===== src/logic/sra_pkg.sv =====
// Overview of operation
// - auto increment set: burst; clear: single byte
// - control byte page field selects register page
// - second byte is register address in page
// - byte count field is eight bits wide
// - length mode: use byte count, ignore increment
// - read byte n comes from start plus n
// - write byte n goes to start plus n
// - polarity 0: clock idles low
// - phase 0: sample data on leading edge
// - rw polarity 0: flag 1 read, 0 write
// - length mode enabled after reset
// - third byte is byte count in length mode
// - select low starts, select high ends frame
// - rw bit 7, increment bit 6, page 1:0
// - data out low while select high
// - select rise aborts, full write bytes kept
package sra_pkg;
  // ----------------------------------------------------------------
  // timing
  // ----------------------------------------------------------------
  localparam int CLK_PERIOD_PS = 8000;
  localparam int SCK_MIN_PERIOD_PS = 38400;
  localparam int SCK_MIN_HALF_CYC = (SCK_MIN_PERIOD_PS / 2 + CLK_PERIOD_PS - 1) / CLK_PERIOD_PS;
  localparam int SYNC_MARGIN_CYC = 8;
  localparam int SCK_HALF_CYC = (SCK_MIN_HALF_CYC > SYNC_MARGIN_CYC) ?
    SCK_MIN_HALF_CYC : SYNC_MARGIN_CYC;
  localparam logic [3:0] SCK_HALF_LAST = 4'(SCK_HALF_CYC - 1);
  // ----------------------------------------------------------------
  // control byte layout
  // ----------------------------------------------------------------
  localparam int CB_RW_BIT = 7;
  localparam int CB_AI_BIT = 6;
  localparam int CB_PAGE_MSB = 1;
  localparam int CB_PAGE_LSB = 0;
  // ----------------------------------------------------------------
  // device configuration reset values
  // ----------------------------------------------------------------
  localparam logic CPOL_RST = 1'b0;
  localparam logic CPHA_RST = 1'b0;
  localparam logic RWPOL_RST = 1'b0;
  localparam logic LEN_EN_RST = 1'b1;
  // ----------------------------------------------------------------
  // controller apb registers
  // ----------------------------------------------------------------
  localparam logic [7:0] CTRL_OFS = 8'h00;
  localparam logic [7:0] HDR_OFS = 8'h04;
  localparam logic [7:0] DATA_OFS = 8'h08;
  localparam logic [7:0] STAT_OFS = 8'h0c;
  localparam int CT_START = 0;
  localparam int CT_CPOL = 1;
  localparam int CT_CPHA = 2;
  localparam int CT_RWPOL = 3;
  localparam int CT_LEN = 4;
  localparam int CT_READ = 5;
  localparam int CT_AI = 6;
  localparam logic [6:0] CTRL_RST = 7'h10;
  localparam int HD_ADDR_LSB = 0;
  localparam int HD_CNT_LSB = 16;
  localparam int ST_BUSY = 0;
  localparam int ST_DONE = 1;
  localparam int ST_TXV = 2;
  // ----------------------------------------------------------------
  // states
  // ----------------------------------------------------------------
  typedef enum logic [2:0] {
    DS_CTRL = 3'b000,
    DS_ADDR = 3'b001,
    DS_LEN = 3'b010,
    DS_DATA = 3'b011,
    DS_WAIT = 3'b100
  } sra_dev_state_type;
  typedef enum logic [2:0] {
    HS_IDLE = 3'b000,
    HS_LEAD = 3'b001,
    HS_BIT0 = 3'b010,
    HS_BIT1 = 3'b011,
    HS_HOLD = 3'b100,
    HS_TAIL = 3'b101
  } sra_host_state_type;
endpackage


===== src/logic/sra_if.sv =====
`timescale 1ns/10ps
interface sra_if;
  logic ssel_n;
  logic sclk;
  logic mosi;
  logic miso;
  modport device (input ssel_n, input sclk, input mosi, output miso);
  modport host (output ssel_n, output sclk, output mosi, input miso);
endinterface


===== src/logic/sra_sync.sv =====
`timescale 1ns/10ps
module sra_sync #(
  parameter int WIDTH = 1,
  parameter logic [WIDTH-1:0] RST_VAL = '0
) (
  // clock and reset
  input wire logic clk,
  input wire logic rst,
  // data
  input wire logic [WIDTH-1:0] din,
  output logic [WIDTH-1:0] dout
);
  logic [WIDTH-1:0] meta_reg;

  always_ff @(posedge clk or posedge rst)
  begin
    if (rst)
    begin
      meta_reg <= RST_VAL;
      dout <= RST_VAL;
    end
    else
    begin
      meta_reg <= din;
      dout <= meta_reg;
    end
  end
endmodule // sra_sync


===== src/logic/sra_host.sv =====
// The implementer's own choices: the address map and the APB slave port.
`timescale 1ns/10ps
module sra_host (
  // link
  sra_if.host link,
  // clock and reset
  input wire logic clk,
  input wire logic rst,
  // apb slave
  input wire logic psel,
  input wire logic penable,
  input wire logic pwrite,
  input wire logic [7:0] paddr,
  input wire logic [31:0] pwdata,
  output logic [31:0] prdata,
  output logic pready,
  output logic pslverr
);
  // ----------------------------------------------------------------
  // apb decode
  // ----------------------------------------------------------------
  function automatic logic [3:0] decode(input logic [7:0] a);
    decode = {a == sra_pkg::STAT_OFS, a == sra_pkg::DATA_OFS,
              a == sra_pkg::HDR_OFS, a == sra_pkg::CTRL_OFS};
  endfunction

  logic [3:0] wsel;
  logic wr_en;
  logic setup;

  assign setup = psel & ~penable;
  assign wr_en = psel & penable & pready & pwrite;
  assign wsel = wr_en ? decode(paddr) : 4'h0;

  // ----------------------------------------------------------------
  // registers
  // ----------------------------------------------------------------
  sra_pkg::sra_host_state_type state_reg;
  logic [6:0] ctrl_reg;
  logic [9:0] addr_reg;
  logic [7:0] cnt_reg;
  logic [7:0] txd_reg;
  logic [7:0] rxd_reg;
  logic txv_reg;
  logic done_reg;
  logic [3:0] tim_reg;
  logic start;
  logic consume;
  logic byte_end;
  logic busy;
  logic [2:0] bit_reg;
  logic [1:0] idx_reg;

  assign busy = (state_reg != sra_pkg::HS_IDLE);
  assign start = wsel[0] & pwdata[sra_pkg::CT_START] & ~busy & (tim_reg == 4'h0);
  assign consume = (state_reg == sra_pkg::HS_HOLD) & txv_reg;
  assign byte_end = (state_reg == sra_pkg::HS_BIT1) & (tim_reg == 4'h0) & (bit_reg == 3'h7);

  always_ff @(posedge clk or posedge rst)
  begin
    if (rst)
    begin
      ctrl_reg <= sra_pkg::CTRL_RST;
      addr_reg <= 10'h000;
      cnt_reg <= 8'h00;
      txd_reg <= 8'h00;
    end
    else
    begin
      if (wsel[0])
        ctrl_reg <= {pwdata[sra_pkg::CT_AI:sra_pkg::CT_CPOL], 1'b0};
      if (wsel[1])
      begin
        addr_reg <= pwdata[sra_pkg::HD_ADDR_LSB +: 10];
        cnt_reg <= pwdata[sra_pkg::HD_CNT_LSB +: 8];
      end
      if (wsel[2])
        txd_reg <= pwdata[7:0];
    end
  end

  always_ff @(posedge clk or posedge rst)
  begin
    if (rst)
    begin
      txv_reg <= 1'b0;
      done_reg <= 1'b0;
    end
    else
    begin
      txv_reg <= wsel[2] | (txv_reg & ~consume);
      done_reg <= (byte_end && idx_reg == 2'h3) |
                  (done_reg & ~(wsel[3] & pwdata[sra_pkg::ST_DONE]));
    end
  end

  always_ff @(posedge clk or posedge rst)
  begin
    if (rst)
    begin
      prdata <= 32'h0000_0000;
      pready <= 1'b0;
      pslverr <= 1'b0;
    end
    else
    begin
      pready <= setup;
      pslverr <= setup & (decode(paddr) == 4'h0);
      case (decode(paddr))
        4'h1: prdata <= {25'h0, ctrl_reg};
        4'h2: prdata <= {8'h00, cnt_reg, 6'h00, addr_reg};
        4'h4: prdata <= {24'h0, rxd_reg};
        4'h8: prdata <= {29'h0, txv_reg, done_reg, busy};
        default: prdata <= 32'h0000_0000;
      endcase
    end
  end

  // ----------------------------------------------------------------
  // link engine
  // ----------------------------------------------------------------
  logic miso_s;
  logic [7:0] sh_reg;
  logic [7:0] rx_sh;
  logic [7:0] left_reg;
  logic cpol;
  logic cpha;

  assign cpol = ctrl_reg[sra_pkg::CT_CPOL];
  assign cpha = ctrl_reg[sra_pkg::CT_CPHA];

  sra_sync #(.WIDTH(1), .RST_VAL(1'b0)) sra_sync_i (
    .clk(clk),
    .rst(rst),
    .din(link.miso),
    .dout(miso_s)
  );

  always_ff @(posedge clk or posedge rst)
  begin
    if (rst)
    begin
      state_reg <= sra_pkg::HS_IDLE;
      tim_reg <= 4'h0;
      bit_reg <= 3'h0;
      idx_reg <= 2'h0;
      sh_reg <= 8'h00;
      rx_sh <= 8'h00;
      rxd_reg <= 8'h00;
      left_reg <= 8'h00;
      link.ssel_n <= 1'b1;
      link.sclk <= 1'b0;
      link.mosi <= 1'b0;
    end
    else
    begin
      if (tim_reg != 4'h0)
        tim_reg <= tim_reg - 4'h1;
      case (state_reg)
        sra_pkg::HS_IDLE:
          if (start)
          begin
            link.ssel_n <= 1'b0;
            link.sclk <= pwdata[sra_pkg::CT_CPOL];
            sh_reg <= {pwdata[sra_pkg::CT_READ] ^ pwdata[sra_pkg::CT_RWPOL],
                       pwdata[sra_pkg::CT_AI], 4'h0, addr_reg[9:8]};
            left_reg <= cnt_reg;
            idx_reg <= 2'h0;
            bit_reg <= 3'h0;
            tim_reg <= sra_pkg::SCK_HALF_LAST;
            state_reg <= sra_pkg::HS_LEAD;
          end
        sra_pkg::HS_LEAD, sra_pkg::HS_HOLD:
          if ((state_reg == sra_pkg::HS_LEAD && tim_reg == 4'h0) || consume)
          begin
            if (consume)
            begin
              sh_reg <= {txd_reg[6:0], 1'b0};
              link.mosi <= txd_reg[7];
              idx_reg <= 2'h3;
            end
            else
              link.mosi <= sh_reg[7];
            link.sclk <= cpol ^ cpha;
            tim_reg <= sra_pkg::SCK_HALF_LAST;
            state_reg <= sra_pkg::HS_BIT0;
          end
        sra_pkg::HS_BIT0:
          if (tim_reg == 4'h0)
          begin
            link.sclk <= cpol ^ ~cpha;
            rx_sh <= {rx_sh[6:0], miso_s};
            if (idx_reg != 2'h3 || bit_reg != 3'h0)
              sh_reg <= {sh_reg[6:0], 1'b0};
            tim_reg <= sra_pkg::SCK_HALF_LAST;
            state_reg <= sra_pkg::HS_BIT1;
          end
        sra_pkg::HS_BIT1:
          if (tim_reg == 4'h0)
          begin
            bit_reg <= bit_reg + 3'h1;
            tim_reg <= sra_pkg::SCK_HALF_LAST;
            if (bit_reg != 3'h7)
            begin
              link.mosi <= sh_reg[7];
              link.sclk <= cpol ^ cpha;
              state_reg <= sra_pkg::HS_BIT0;
            end
            else if (idx_reg == 2'h0 || (idx_reg == 2'h1 && ctrl_reg[sra_pkg::CT_LEN]))
            begin
              sh_reg <= (idx_reg == 2'h0) ? addr_reg[7:0] : cnt_reg;
              link.mosi <= (idx_reg == 2'h0) ? addr_reg[7] : cnt_reg[7];
              link.sclk <= cpol ^ cpha;
              idx_reg <= idx_reg + 2'h1;
              state_reg <= sra_pkg::HS_BIT0;
            end
            else
            begin
              if (idx_reg == 2'h3)
              begin
                rxd_reg <= rx_sh;
                left_reg <= left_reg - 8'h01;
              end
              if ((idx_reg == 2'h3) ? (left_reg == 8'h01) : (left_reg == 8'h00))
                state_reg <= sra_pkg::HS_TAIL;
              else
                state_reg <= sra_pkg::HS_HOLD;
            end
          end
        sra_pkg::HS_TAIL:
          if (tim_reg == 4'h0)
          begin
            link.ssel_n <= 1'b1;
            tim_reg <= sra_pkg::SCK_HALF_LAST;
            state_reg <= sra_pkg::HS_IDLE;
          end
        default:
          state_reg <= sra_pkg::HS_IDLE;
      endcase
      if (state_reg == sra_pkg::HS_BIT1 && tim_reg == 4'h0 && bit_reg == 3'h7)
        if (!(idx_reg == 2'h0 || (idx_reg == 2'h1 && ctrl_reg[sra_pkg::CT_LEN])))
          link.sclk <= cpol;
    end
  end
endmodule // sra_host


===== src/flat_wrapper.sv =====
// flat-port wrapper written by rule: the top's interface ports become plain ports
module sra_host_flat 
  (clk, rst, psel, penable, pwrite, paddr, pwdata, prdata, pready, pslverr, link_ssel_n, link_sclk, link_mosi, link_miso);
  sra_if link_i ();
  input wire logic clk;
  input wire logic rst;
  input wire logic psel;
  input wire logic penable;
  input wire logic pwrite;
  input wire logic [7:0] paddr;
  input wire logic [31:0] pwdata;
  output logic [31:0] prdata;
  output logic pready;
  output logic pslverr;
  output wire logic [$bits(link_i.ssel_n)-1:0] link_ssel_n;
  output wire logic [$bits(link_i.sclk)-1:0] link_sclk;
  output wire logic [$bits(link_i.mosi)-1:0] link_mosi;
  input wire logic [$bits(link_i.miso)-1:0] link_miso;
  assign link_ssel_n = link_i.ssel_n;
  assign link_sclk = link_i.sclk;
  assign link_mosi = link_i.mosi;
  assign link_i.miso = link_miso;
  sra_host u_core (.link(link_i), .clk(clk), .rst(rst), .psel(psel), .penable(penable), .pwrite(pwrite), .paddr(paddr), .pwdata(pwdata), .prdata(prdata), .pready(pready), .pslverr(pslverr));
endmodule

===== config.mk =====
export PLATFORM = sky130hd
export DESIGN_NAME = sra_host_flat
export DESIGN_NICKNAME = d
export VERILOG_FILES = /design/src/logic/sra_pkg.sv /design/src/logic/sra_if.sv /design/src/logic/sra_sync.sv /design/src/logic/sra_host.sv /design/src/flat_wrapper.sv
export SDC_FILE = /design/constraint.sdc
export NUM_CORES = 1
export LEC_CHECK = 0
export ABC_AREA = 1
export BUFFER_PORTS_ARGS = -buffer_cell sky130_fd_sc_hd__buf_2
export CAP_MARGIN = 20
export CELL_PAD_IN_SITES_DETAIL_PLACEMENT = 1
export CELL_PAD_IN_SITES_GLOBAL_PLACEMENT = 2
export CORE_MARGIN = 10
export CORE_UTILIZATION = 36
export DETAILED_ROUTE_END_ITERATION = 6
export PLACE_DENSITY = 0.82
export SYNTH_ARGS = -nofsm -noshare
export SYNTH_HDL_FRONTEND = slang
export SYNTH_HIERARCHICAL = 1
export SYNTH_SLANG_ARGS = --single-unit

===== constraint.sdc =====
create_clock -name clk -period 4.5 [get_ports clk]
set_input_delay 0.225 -clock clk [delete_from_list [all_inputs] [get_ports clk]]
set_output_delay 0.225 -clock clk [all_outputs]
set_load 0.02 [all_outputs]

==> results_dict.tcl <==
set metrics [dict create \
    worst_pin_slew_ns 0.757 \
    worstHoldStart "penable" \
    dr.pass1.iters 4 \
    grt.overflow.total 0 \
    cts_buffers 9 \
    synthCells 635 \
    fin_setup_tns_ns 0 \
    drv_slew 0 \
    layout-drive-gt1-share_pct 16.2 \
    ir_drop_mv 0.181 \
    p_leak_nw 3.02 \
    netlist_area_mm2 0.00517 \
    synth-edff-count 0 \
    ys.flop_type "dfrtp_1" \
    cts.sinks 103 \
    dp_cells 854 \
    synth-seq-area-share_pct 49.9 \
    fmax_mhz 389 \
    finalCriticalPeriod_ns 2.57 \
    rsz0062_at_grt "no" \
    netlist-cell-type-count 39 \
    initial_core_util_pct 37.0 \
    cts_buffer_depth 2 \
    gp_congestion 0.763 \
    cts-root-buf "clkbuf_16" \
    dp_hpwl_um 10800 \
    end_kind "flip-flop" \
    routed_wl_um 14400 \
    grt_max_degree 61 \
    powerDensity_mw_per_mm2 520 \
    critical_path_class "reg2reg" \
    grt_pass1_vias 4656 \
    rows 43 \
    grt_use_total_pct 15.0 \
    avgSynthCellArea_um2 8.14 \
    antenna_cells 0 \
    insertion_delay_ns 0.36 \
    portBuffers 54 \
    postCtsSetupBuffers 0 \
    crit_path_start_kind "flip-flop" \
    rr_startpoint "u_core/state_reg[2]" \
    largest_register_ffs 18 \
    wire_per_inst_um 16.5 \
    fin_util_pct 42.0 \
    p_total_w 0.00306 \
    setup_violations 0 \
    critical_path.endpoint "u_core/rxd_reg[7]" \
    hold_class "in2reg" \
    async_reset_ff_share_pct 100 \
    yosysTopAreaCellShare_pct 48.9 \
    arrival_ns 2.82 \
    die-width_um 140 \
    startpoint "u_core/state_reg[2]" \
    die_y_um 140 \
    status "complete, no violations" \
    cts_max_level 3 \
    slew_headroom_pct 49.5 \
    vias 4315 \
    ff2ff_path_depth 7 \
    hold_ws_ns 0.0403 \
    final.period_utilization_pct 57.1 \
    grt_pass1_wl_um 23900 \
    antenna_found_initial 0 \
    syn2layout_area_growth_pct 13.7 \
    synth_warnings 6 \
    maxCapViolations 0 \
    drc 0 \
    final_net_count 745 \
    cts_tree "built" \
    final_cells 873 \
    routed_via_density 4.94 \
    worstReg2RegEnd "u_core/rxd_reg[7]" \
    ios 83 \
    hold_viol_final 0 \
    coreArea_mm2 0.0140 \
    drtAntennaViolNets 0 \
    cp_data_required_time_ns 4.75 \
    synth_largest_area_cell "dfrtp_1" \
    ff2ff_setup_slack_ns 1.93 \
    cts.reportedPaths.clkPinSlew_ns 0.08 \
    clock_skew_ns 0.0104 \
    worstPathMaxFanout 27 \
    synth.most_common_cell "nand2_1" \
    synth_common_cells "nand2_1 (175), dfrtp_1 (101), inv_1 (70), o21ai_0 (70), nor2_1 (53)" \
    synth.area.top_cells "dfrtp_1 (49%), nand2_1 (13%), o21ai_0 (6.8%), inv_1 (5.1%), nor2_1 (3.8%)" \
    die_area_mm2 0.0196 \
    drt_iter0_markers 227 \
    cts_hold_buffers 2 \
    post_cts_resized 0 \
    yosys_register_bits 103 \
]
==> worst max-delay path, cell delays in order (launching register included) <==
cell and delay [ns]:
dfrtp_1 0.50, inv_2 0.16, nand3_4 0.19, inv_2 0.44, nand2_1 0.19, nor2_2 0.24, nand2_1 0.36, mux2_2 0.39
==> logic make-up (layout without fill, tap and decap cells) <==
| family | after synthesis | count (layout) | share of synthesized area (%) |
|---|---|---|---|
| and+or+nand+nor | 293 | 293 | 25.0 |
| muxes | 1 | 1 | 0.218 |
| buffers and inverters | 105 | 150 | 9.03 |
| adders and majority gates | 11 | 11 | 2.66 |
| AOI/OAI and AO/OA | 117 | 117 | 12.4 |
| other | 1 | 14 | 0.0725 |
| xor gates and xnor gates | 4 | 4 | 0.678 |
| DFF | 103 | 103 | 49.9 |
==> metal layers <==
metal  vias to the layer above  track usage, %  share of wire (%)
met5                         -               0                  0
met4                         0            5.38                1.5
met3                        13            2.28                2.0
met2                        40            25.6                 51
met1                      2164            18.6                 46
li1                       2098               -                  -
==> worst min path at each step <==
| stage | endpoint | slack, ns | cells after the start |
|---|---|---|---|
| floorplan | u_core/sra_sync_i/dout | -0.03 | 1 |
| global placement | u_core/sra_sync_i/meta_reg | 0.10 | 2 |
| detailed placement | u_core/sra_sync_i/meta_reg | 0.11 | 2 |
| CTS | u_core/pready | 0.03 | 2 |
| global route | u_core/pready | 0.04 | 2 |
| finish | u_core/pready | 0.04 | 2 |
==> metrics by stage <==
stage	setup slack [ns]	cell area (um2)
global placement	1.70	5540
CTS	1.90	5850
floorplan	1.63	5220
detailed placement	1.60	5540
finish	1.93	5880
global route	1.73	5880
==> power breakdown <==
group / internal, W / switching, W / leakage (nW)
clock: 0.000398 / 0.000380 / 0.136
sequential: 0.00106 / 0.000111 / 1.32
combinational: 0.000348 / 0.000761 / 1.57
total: 0.00180 / 0.00125 / 3.02
==> cells in the final DEF (no fill, tap or decap), types with 11 or more instances in the layout <==
cell type and count:
ha_1 11, nand2_1 175, nand3_1 27, o21ai_0 70
nor2_1 53, dfrtp_1 101, conb_1 14, buf_2 54
a21oi_1 24, inv_1 69
==> layout make-up <==
cell class	count	area (um2)
Fill cell	1727	8110
Sequential cell	103	2580
Multi-Input combinational cell	440	2170
Timing Repair Buffer	58	325
Inverter	76	288
Clock buffer	10	239
Tap cell	180	225
Clock inverter	6	50.0
No activity file was read; power rests on OpenSTA's default activity.
